==> src/verilog/mem_guard_pkg.sv <==
// constants for the core memory parity and protect guard
package mem_guard_pkg;
  // apb register byte offsets
  localparam logic [7:0] CTRL_OFF = 8'h00;
  localparam logic [7:0] PROT_SW_OFF = 8'h04;
  localparam logic [7:0] PROT_ERR_OFF = 8'h08;
  localparam logic [7:0] PAR_STAT_OFF = 8'h0C;
  localparam logic [7:0] PIN_STAT_OFF = 8'h10;
  // field positions
  localparam int CTRL_PAR_EN_BIT = 0;
  localparam int PAR_ERR_BIT = 0;
  localparam int PAR_BUSY_BIT = 1;
  localparam int PAR_ADDR_LSB = 16;
  // reset values
  localparam logic CTRL_PAR_EN_RST = 1'h1;
  localparam logic [15:0] PROT_SW_RST = 16'h0000;
  // address map: 4K banks, 16 of them, low executive area
  localparam int BANK_BITS = 4;
  localparam int BANK_LSB = 12;
  localparam logic [15:0] EXEC_WORDS = 16'h0100;
  // core cycle phase lengths in clocks
  localparam int READ_CYC = 8;
  localparam int WRITE_CYC = 8;
  // memory cycle owner
  typedef enum logic {OWN_CPU, OWN_DMA} owner_t;
endpackage

==> src/verilog/mem_guard.sv <==
// core memory parity, bank protect and second-controller cycle steal
//
// Design decisions made here: register access over APB and the placing of the registers.
`timescale 1ns/100ps
module mem_guard #(
  parameter int RD_CYC = mem_guard_pkg::READ_CYC,
  parameter int WR_CYC = mem_guard_pkg::WRITE_CYC,
  parameter int NBANK = 16
) (
  input wire logic CLK_SYS_I,
  input wire logic RESET_I,
  input wire logic PSEL_I,
  input wire logic PENABLE_I,
  input wire logic PWRITE_I,
  input wire logic [7:0] PADDR_I,
  input wire logic [31:0] PWDATA_I,
  output logic [31:0] PRDATA_O,
  output logic PREADY_O,
  output logic PSLVERR_O,
  input wire logic CPU_REQ_I,
  input wire logic CPU_WR_I,
  input wire logic CPU_FETCH_I,
  input wire logic [15:0] CPU_ADDR_I,
  input wire logic [15:0] CPU_WDATA_I,
  output logic [15:0] CPU_RDATA_O,
  output logic CPU_DONE_O,
  output logic CPU_HALT_O,
  input wire logic DMA_REQ_I,
  input wire logic DMA_WR_I,
  input wire logic [15:0] DMA_ADDR_I,
  input wire logic [15:0] DMA_WDATA_I,
  output logic [15:0] DMA_RDATA_O,
  output logic DMA_DONE_O,
  output logic MEM_RD_O,
  output logic MEM_WE_O,
  output logic [15:0] MEM_ADDR_O,
  output logic [17:0] MEM_WDATA_O,
  input wire logic [17:0] MEM_RDATA_I,
  input wire logic [NBANK-1:0] PROTECT_I,
  output logic [NBANK-1:0] PROT_ERR_O,
  output logic PARITY_ERR_O,
  output logic FETCH_PAR_ERR_O
);
  localparam int MAX_CYC = 24;
  typedef enum logic [1:0] {IDLE, READ, WRITE} state_t;

  state_t state;
  mem_guard_pkg::owner_t owner;
  logic [7:0] cnt;
  logic wr;
  logic fetch;
  logic [15:0] wdata;
  logic [17:0] stored;
  logic par_en;
  logic [NBANK-1:0] prot_sw;
  logic [NBANK-1:0] prot_s1;
  logic [NBANK-1:0] prot_s2;
  logic [15:0] fault_addr;
  logic blocked;
  logic par_bad;
  logic read_end;
  logic write_end;
  localparam int BANK_W = mem_guard_pkg::BANK_BITS;
  logic [BANK_W-1:0] bank;
  logic apb_wr;

  // odd parity bit for a byte: byte plus bit holds an odd count of ones
  function automatic logic odd_bit(input logic [7:0] b);
    odd_bit = ~^b;
  endfunction

  assign apb_wr = PSEL_I && PENABLE_I && PWRITE_I;
  assign read_end = (state == READ) && (cnt == 8'(RD_CYC - 1));
  assign write_end = (state == WRITE) && (cnt == 8'(WR_CYC - 1));
  // bank is the top address nibble; dma and cpu share one map
  assign bank = MEM_ADDR_O[15:mem_guard_pkg::BANK_LSB];

  // pin and program protect merged; exec area of bank 0 exempt
  always_comb
  begin
    blocked = wr && (prot_s2[bank] || prot_sw[bank]);
    if (bank == '0 && MEM_ADDR_O < mem_guard_pkg::EXEC_WORDS)
    begin
      blocked = 1'b0;
    end
  end

  // both byte parities checked against the sensed word
  assign par_bad = par_en && !(^MEM_RDATA_I[16] ^ ^MEM_RDATA_I[7:0]
                    && ^MEM_RDATA_I[17] ^ ^MEM_RDATA_I[15:8]);

  // protect pins are switches or another box: two-stage synchroniser
  always_ff @(posedge CLK_SYS_I)
  begin
    if (RESET_I)
    begin
      prot_s1 <= '0;
      prot_s2 <= '0;
    end
    else
    begin
      prot_s1 <= PROTECT_I;
      prot_s2 <= prot_s1;
    end
  end

  // cycle sequencer: read half senses, write half restores or replaces
  always_ff @(posedge CLK_SYS_I)
  begin
    if (RESET_I)
    begin
      state <= IDLE;
      owner <= mem_guard_pkg::OWN_CPU;
      cnt <= 8'h00;
      wr <= 1'b0;
      fetch <= 1'b0;
      wdata <= 16'h0000;
      stored <= 18'h00000;
      MEM_RD_O <= 1'b0;
      MEM_WE_O <= 1'b0;
      MEM_ADDR_O <= 16'h0000;
      MEM_WDATA_O <= 18'h00000;
    end
    else
    begin
      unique case (state)
        IDLE:
        begin
          cnt <= 8'h00;
          // dma wins a tie; the processor is stalled for the whole dma memory cycle
          if (DMA_REQ_I)
          begin
            owner <= mem_guard_pkg::OWN_DMA;
            wr <= DMA_WR_I;
            fetch <= 1'b0;
            wdata <= DMA_WDATA_I;
            MEM_ADDR_O <= DMA_ADDR_I;
            MEM_RD_O <= 1'b1;
            state <= READ;
          end
          else if (CPU_REQ_I)
          begin
            owner <= mem_guard_pkg::OWN_CPU;
            wr <= CPU_WR_I;
            fetch <= CPU_FETCH_I;
            wdata <= CPU_WDATA_I;
            MEM_ADDR_O <= CPU_ADDR_I;
            MEM_RD_O <= 1'b1;
            state <= READ;
          end
        end
        READ:
        begin
          cnt <= cnt + 8'h01;
          if (read_end)
          begin
            cnt <= 8'h00;
            stored <= MEM_RDATA_I;
            MEM_RD_O <= 1'b0;
            MEM_WE_O <= 1'b1;
            if (wr && !blocked)
            begin
              MEM_WDATA_O <= {odd_bit(wdata[15:8]), odd_bit(wdata[7:0]),
                              wdata};
            end
            else
            begin
              MEM_WDATA_O <= MEM_RDATA_I;
            end
            state <= WRITE;
          end
        end
        WRITE:
        begin
          cnt <= cnt + 8'h01;
          if (write_end)
          begin
            cnt <= 8'h00;
            MEM_WE_O <= 1'b0;
            state <= IDLE;
          end
        end
        default:
        begin
          state <= IDLE;
        end
      endcase
    end
  end

  // completion strobes and read data back to the requester
  always_ff @(posedge CLK_SYS_I)
  begin
    if (RESET_I)
    begin
      CPU_DONE_O <= 1'b0;
      DMA_DONE_O <= 1'b0;
      CPU_RDATA_O <= 16'h0000;
      DMA_RDATA_O <= 16'h0000;
      CPU_HALT_O <= 1'b0;
    end
    else
    begin
      CPU_DONE_O <= write_end && owner == mem_guard_pkg::OWN_CPU;
      DMA_DONE_O <= write_end && owner == mem_guard_pkg::OWN_DMA;
      if (write_end && owner == mem_guard_pkg::OWN_CPU)
      begin
        CPU_RDATA_O <= stored[15:0];
      end
      if (write_end && owner == mem_guard_pkg::OWN_DMA)
      begin
        DMA_RDATA_O <= stored[15:0];
      end
      // halt from dma accept until its cycle ends
      if (state == IDLE && DMA_REQ_I)
      begin
        CPU_HALT_O <= 1'b1;
      end
      else if (write_end)
      begin
        CPU_HALT_O <= 1'b0;
      end
    end
  end

  // sticky protect and parity flags, fetch flag loaded at each parity event; a new event beats a clear in the same cycle
  always_ff @(posedge CLK_SYS_I)
  begin
    if (RESET_I)
    begin
      PROT_ERR_O <= '0;
      PARITY_ERR_O <= 1'b0;
      FETCH_PAR_ERR_O <= 1'b0;
      fault_addr <= 16'h0000;
    end
    else
    begin
      for (int i = 0; i < NBANK; i++)
      begin
        if (read_end && blocked && bank == BANK_W'(i))
        begin
          PROT_ERR_O[i] <= 1'b1;
        end
        else if (apb_wr && PADDR_I == mem_guard_pkg::PROT_ERR_OFF
                 && PWDATA_I[i])
        begin
          PROT_ERR_O[i] <= 1'b0;
        end
      end
      if (read_end && par_bad)
      begin
        PARITY_ERR_O <= 1'b1;
        FETCH_PAR_ERR_O <= fetch;
        fault_addr <= MEM_ADDR_O;
      end
      else if (apb_wr && PADDR_I == mem_guard_pkg::PAR_STAT_OFF
               && PWDATA_I[mem_guard_pkg::PAR_ERR_BIT])
      begin
        PARITY_ERR_O <= 1'b0;
        FETCH_PAR_ERR_O <= 1'b0;
      end
    end
  end

  // program-owned control registers
  always_ff @(posedge CLK_SYS_I)
  begin
    if (RESET_I)
    begin
      par_en <= mem_guard_pkg::CTRL_PAR_EN_RST;
      prot_sw <= NBANK'(mem_guard_pkg::PROT_SW_RST);
    end
    else if (apb_wr)
    begin
      if (PADDR_I == mem_guard_pkg::CTRL_OFF)
      begin
        par_en <= PWDATA_I[mem_guard_pkg::CTRL_PAR_EN_BIT];
      end
      if (PADDR_I == mem_guard_pkg::PROT_SW_OFF)
      begin
        prot_sw <= PWDATA_I[NBANK-1:0];
      end
    end
  end

  // apb slave: zero wait states, unmapped offsets answer pslverr
  always_ff @(posedge CLK_SYS_I)
  begin
    if (RESET_I)
    begin
      PRDATA_O <= 32'h00000000;
      PREADY_O <= 1'b0;
      PSLVERR_O <= 1'b0;
    end
    else
    begin
      PREADY_O <= PSEL_I && !PENABLE_I;
      PSLVERR_O <= 1'b0;
      PRDATA_O <= 32'h00000000;
      if (PSEL_I && !PENABLE_I)
      begin
        unique case (PADDR_I)
          mem_guard_pkg::CTRL_OFF: PRDATA_O <= {31'h0, par_en};
          mem_guard_pkg::PROT_SW_OFF: PRDATA_O <= {16'h0, prot_sw};
          mem_guard_pkg::PROT_ERR_OFF: PRDATA_O <= {16'h0, PROT_ERR_O};
          mem_guard_pkg::PAR_STAT_OFF:
            PRDATA_O <= {fault_addr, 13'h0, FETCH_PAR_ERR_O,
                         state != IDLE, PARITY_ERR_O};
          mem_guard_pkg::PIN_STAT_OFF: PRDATA_O <= {16'h0, prot_s2};
          default: PSLVERR_O <= 1'b1;
        endcase
      end
    end
  end

  // checks
  parity_gen_a: assert property (@(posedge CLK_SYS_I) disable iff (RESET_I)
    $rose(MEM_WE_O) && wr && !$past(blocked) |->
      ^{MEM_WDATA_O[16], MEM_WDATA_O[7:0]}
      && ^{MEM_WDATA_O[17], MEM_WDATA_O[15:8]})
    else $error("written word lacks odd byte parity");
  parity_flag_a: assert property (@(posedge CLK_SYS_I) disable iff (RESET_I)
    read_end && par_bad |=> PARITY_ERR_O && fault_addr == $past(MEM_ADDR_O))
    else $error("parity fault not flagged");
  fetch_data_a: assert property (@(posedge CLK_SYS_I) disable iff (RESET_I)
    CPU_DONE_O |-> CPU_RDATA_O == stored[15:0])
    else $error("fetched word not delivered");
  regen_word_a: assert property (@(posedge CLK_SYS_I) disable iff (RESET_I)
    $rose(MEM_WE_O) && $past(blocked) |-> MEM_WDATA_O == stored)
    else $error("blocked write altered memory");
  exec_area_a: assert property (@(posedge CLK_SYS_I) disable iff (RESET_I)
    state == READ && MEM_ADDR_O < mem_guard_pkg::EXEC_WORDS |-> !blocked)
    else $error("executive area was protected");
  bank_error_a: assert property (@(posedge CLK_SYS_I) disable iff (RESET_I)
    read_end && blocked |=> PROT_ERR_O[$past(bank)])
    else $error("protect error not set for bank");
  dma_halt_a: assert property (@(posedge CLK_SYS_I) disable iff (RESET_I)
    state != IDLE && owner == mem_guard_pkg::OWN_DMA |-> CPU_HALT_O)
    else $error("processor not halted during dma");
  dma_cycle_a: assert property (@(posedge CLK_SYS_I) disable iff (RESET_I)
    state == IDLE && DMA_REQ_I |-> ##[1:MAX_CYC] DMA_DONE_O)
    else $error("dma cycle not completed in time");
  err_sticky_a: assert property (@(posedge CLK_SYS_I) disable iff (RESET_I)
    PROT_ERR_O[0] && !apb_wr |=> PROT_ERR_O[0])
    else $error("protect error dropped without clear");
endmodule

==> config.mk <==
export PLATFORM = sky130hd
export DESIGN_NAME = mem_guard
export DESIGN_NICKNAME = d
export VERILOG_FILES = /design/src/verilog/mem_guard_pkg.sv /design/src/verilog/mem_guard.sv
export SDC_FILE = /design/constraint.sdc
export NUM_CORES = 1
export LEC_CHECK = 0
export ABC_AREA = 1
export BUFFER_PORTS_ARGS = -buffer_cell sky130_fd_sc_hd__buf_2
export CORE_AREA = 2 2 147 149
export DETAILED_ROUTE_END_ITERATION = 7
export DIE_AREA = 0 0 149 151
export PLACE_DENSITY = 0.8
export SKIP_LAST_GASP = 1
export SYNTH_ARGS = -nofsm -noshare
export SYNTH_HDL_FRONTEND = slang
export SYNTH_SLANG_ARGS = --single-unit
==> constraint.sdc <==
create_clock -name CLK_SYS_I -period 1.9 [get_ports CLK_SYS_I]
set_input_delay 0.38 -clock CLK_SYS_I [delete_from_list [all_inputs] [get_ports CLK_SYS_I]]
set_output_delay 0.38 -clock CLK_SYS_I [all_outputs]
set_load 0.1 [all_outputs]
==> results by group <==
Global routing
  – Vias in the first global route: slightly below 9,000
  – Initial antenna violation count: 0
  – GRT Util Overall: 23.1%
  – Largest net degree at the start of global routing: 80
  – GRT overflow: 0
  – Global-route wire length before repair: 42,300 um

Clock network
  – Clk sinks: 233
  – Cts-stage hold buffer count: 0
  – Clock-pin slew on the worst setup and hold paths: 0.06 ns
  – H-Tree Depth: 1
  – Clk_lat worst skew: 0.52 ns
  – Maximum clock path buffer count: 3
  – Root buf cell: clkbuf_16
  – CTS tree: done
  – CTS Buf Count: 24

Worst setup path
  – CP endpoint kind: register
  – Crit path from: MEM_ADDR_O[12]
  – Arr. time, crit path: 2.39 ns
  – CP endpoint: PROT_ERR_O[7]
  – WS Path Type: reg -> reg
  – Reg2reg path depth: 14
  – CP startpoint kind: register
  – Reg2reg start: MEM_ADDR_O[12]
  – R2r endpoint: PROT_ERR_O[7]
  – CP required: around 2.3 ns
  – R2R Setup Slk: -0.06 ns
  – Crit path max fanout: 8

Layout
  – Multi-input gate area: 4290 um^2
  – Area delta synth->final: 28.7%
  – Finished Layout Cells: ~1,900
  – Fill count: roughly 1,900
  – Fraction of layout cells with a size suffix above 1: 24.1%
  – Final nets: approximately 1,800
  – Sequential Area: 4680 um^2
  – Util after Layout: 60.0%

Die
  – Die footprint: 22,500 um^2
  – Initial core utilization: between 40% and 50%
  – Die width: 149 um
  – Top Ports: 271
  – Area of the core: 20,800 um^2
  – DIE HEIGHT: around 150 um
  – Std-Cell Rows: 53

Route
  – Initial DRC count: 678
  – M1 WL: 11,200 um
  – WL met2: 13,500 um
  – DR top layer: met4
  – DRC errors left: 0
  – Via density: 5.10
  – Wirelength per Cell: 14.6 um
  – Antenna-violating nets left: 0
  – Final WL: 27,800 um
  – Vias: between 9,000 and 10,000
  – Met3 Routed Length: 2280 um
  – Detailed Routing Iterations Pass 1: 5

Power and ir drop
  – Net Switching: roughly 3000 uW
  – Register share of total power: 45.8%
  – Leak pwr: 0.00585 uW
  – Pwr/cell area: 902 nW/um^2
  – Int Power: between 8000 and 9000 uW
  – Clock power share: 40.7%
  – Max rail drop VDD: approximately 0.00064 V
  – Sw Share: 27.2%
  – Combinational Power Share: 13.5%

Yosys
  – Yosys reg bits: approximately 230
  – EDFF count, synth: 0
  – Leading area contributor after synthesis: dfxtp_1
  – Prevailing post-synth register cell: dfxtp_1
  – Async set-reset flop share out of synthesis: 0%
  – Register area share after synthesis: 48.1%
  – Most common cell in the netlist: nand2_1
  – Post-synth top cells: 337 x nand2_1, 233 x dfxtp_1, 195 x nor2_1
  – Synthesized area per cell: 7.11 um^2
  – Top-area cell type share of the netlist area: about half
  – Mapped Nets: 1,517
  – Post-synthesis cell area: 9700 um^2
  – Synth warnings: 0
  – Cell variety after synth: 38
  – Top post-synthesis cells by area: dfxtp_1 48%, nand2_1 13%, nor2_1 7.5%
  – Synth Instances: 1,364

STA
  – Final setup viols: 6
  – Final hold vios: 0
  – Max-slew headroom: 61.5%
  – Worst Slack Setup Final: -0.0634 ns
  – Final Cycle Share: 103%
  – Maximum clock frequency: 509 MHz
  – Tightest Pin Transition: about 0.57 ns
  – Clock skew: roughly 0.019 ns
  – Pins Over Slew Limit: 0
  – Final min period: about 2.0 ns
  – Setup repair after global routing missed its margin: yes

Placed design
  – Worst slack, placed: -0.0435 ns
  – Count of input and output buffers: about 250
  – Placed Cells: 1,859
  – GP Congestion: about 0.92
  – Hpwl dp: 19,900 um

Run
  – Max Cap Viol: 0

Run status
  – Failing checks: negative setup slack
  – Status: finished, violations left

Hold path
  – Type of the worst min-delay path: in -> reg
## area by class of cell
class,instances,area share [%]
Inverter,148,4.51
Sequential cell,233,37.5
Tap cell,275,2.76
Timing Repair Buffer,301,14.7
Multi-Input combinational cell,909,34.4
Clock inverter,8,0.541
Clock buffer,35,5.63
Antenna cell,1,0.0200
## cell usage in the layout, fill, tap and decap left out, drive strengths merged
master / instances
clkbuf: 38
dfxtp: 233
nor4: 3
a31oi: 43
o2bb2ai: 1
clkinv: 10
inv: 144
o211ai: 1
a41oi: 1
a22o: 1
a21boi: 2
nand4: 3
nor3: 3
nor2: 199
o21ai: 109
a21oi: 85
o2111ai: 1
clkinvlp: 1
xnor2: 18
o21a: 1
or2: 3
ha: 5
diode: 1
buf: 298
xor2: 10
a211oi: 3
bufinv: 1
nand2: 340
nand3: 77
## flip-flops by register name (all words and copies together), names as in the netlist, 8 cells and up
register / cells
PRDATA_O: 32
MEM_WDATA_O: 18
CPU_RDATA_O: 16
DMA_RDATA_O: 16
MEM_ADDR_O: 16
PROT_ERR_O: 16
fault_addr: 16
prot_s1: 16
prot_s2: 16
prot_sw: 16
stored: 16
wdata: 16
cnt: 8
## worst min-delay path by stage
stage / start / end / slack (ns) / depth (start not counted)
after floorplan: prot_s1[0] / prot_s2[0] / 0.39 / 2
after global placement: prot_s1[6] / prot_s2[6] / 0.39 / 2
after detailed placement: prot_s1[9] / prot_s2[9] / 0.40 / 2
after CTS: PROTECT_I[11] / prot_s1[11] / 0.07 / 3
after global routing: PROTECT_I[2] / prot_s1[2] / 0.07 / 3
final: PROTECT_I[2] / prot_s1[2] / 0.08 / 3
## metrics by stage
step / hold WS [ns] / power [uW] / TNS (ns) / area [um^2]
after floorplan: 0.388 / 6240 / 0 / 9710
after global placement: 0.391 / 6690 / 0 / 11400
after detailed placement: 0.396 / 6710 / -0.238 / 11400
after CTS: 0.0677 / 11300 / 0 / 12200
after global routing: 0.0662 / 11700 / -4.30 / 12500
final: 0.0766 / 11300 / -0.148 / 12500
## what timing repair did
action,in CTS,in global routing
pin swaps,3,6
hold endpoints to repair,0,0
setup endpoints to repair,28,125
gates cloned,0,3
buffers inserted,1,3
gates resized for setup,5,55
## critical path, stage by stage, from the launching register on
cell and delay, ns:
dfxtp_4 0.46, clkbuf_16 0.19, nand2_1 0.05, nand2_1 0.08, nand2_1 0.05, nand2_1 0.07, nand2_1 0.05, nand2_1 0.06
nor2_1 0.05, nand2_1 0.10, nand2_4 0.10, nor2_4 0.20, buf_12 0.15, nand2_1 0.08, a21oi_1 0.17
## power groups by stage
stage                     Combinational [uW]  Clock [uW]  Sequential [uW]
after global routing                    1650        4840             5170
after global placement                  1440           0             5250
final                                   1520        4590             5160
after detailed placement                1460           0             5250
after floorplan                          701           0             5540
after CTS                               1470        4640             5140
## cell families after synthesis
| kind of cell | count (synthesis) | share of synthesized area [%] |
|---|---|---|
| flip-flops | 233 | 48.1 |
| AND/OR/NAND/NOR | 628 | 26.0 |
| adder cells (fa/ha/maj) | 5 | 0.645 |
| buffers and inverters | 222 | 9.03 |
| AO/OA/AOI/OAI | 248 | 13.7 |
| XOR/XNOR | 28 | 2.53 |
## routing by layer
metal	up-vias	global-route usage, %
met2	454	40.1
met5	-	0
met1	4395	29.5
met3	68	3.19
met4	0	8.10
li1	4826	-
Note: power is estimated with default switching activity, not from simulation.
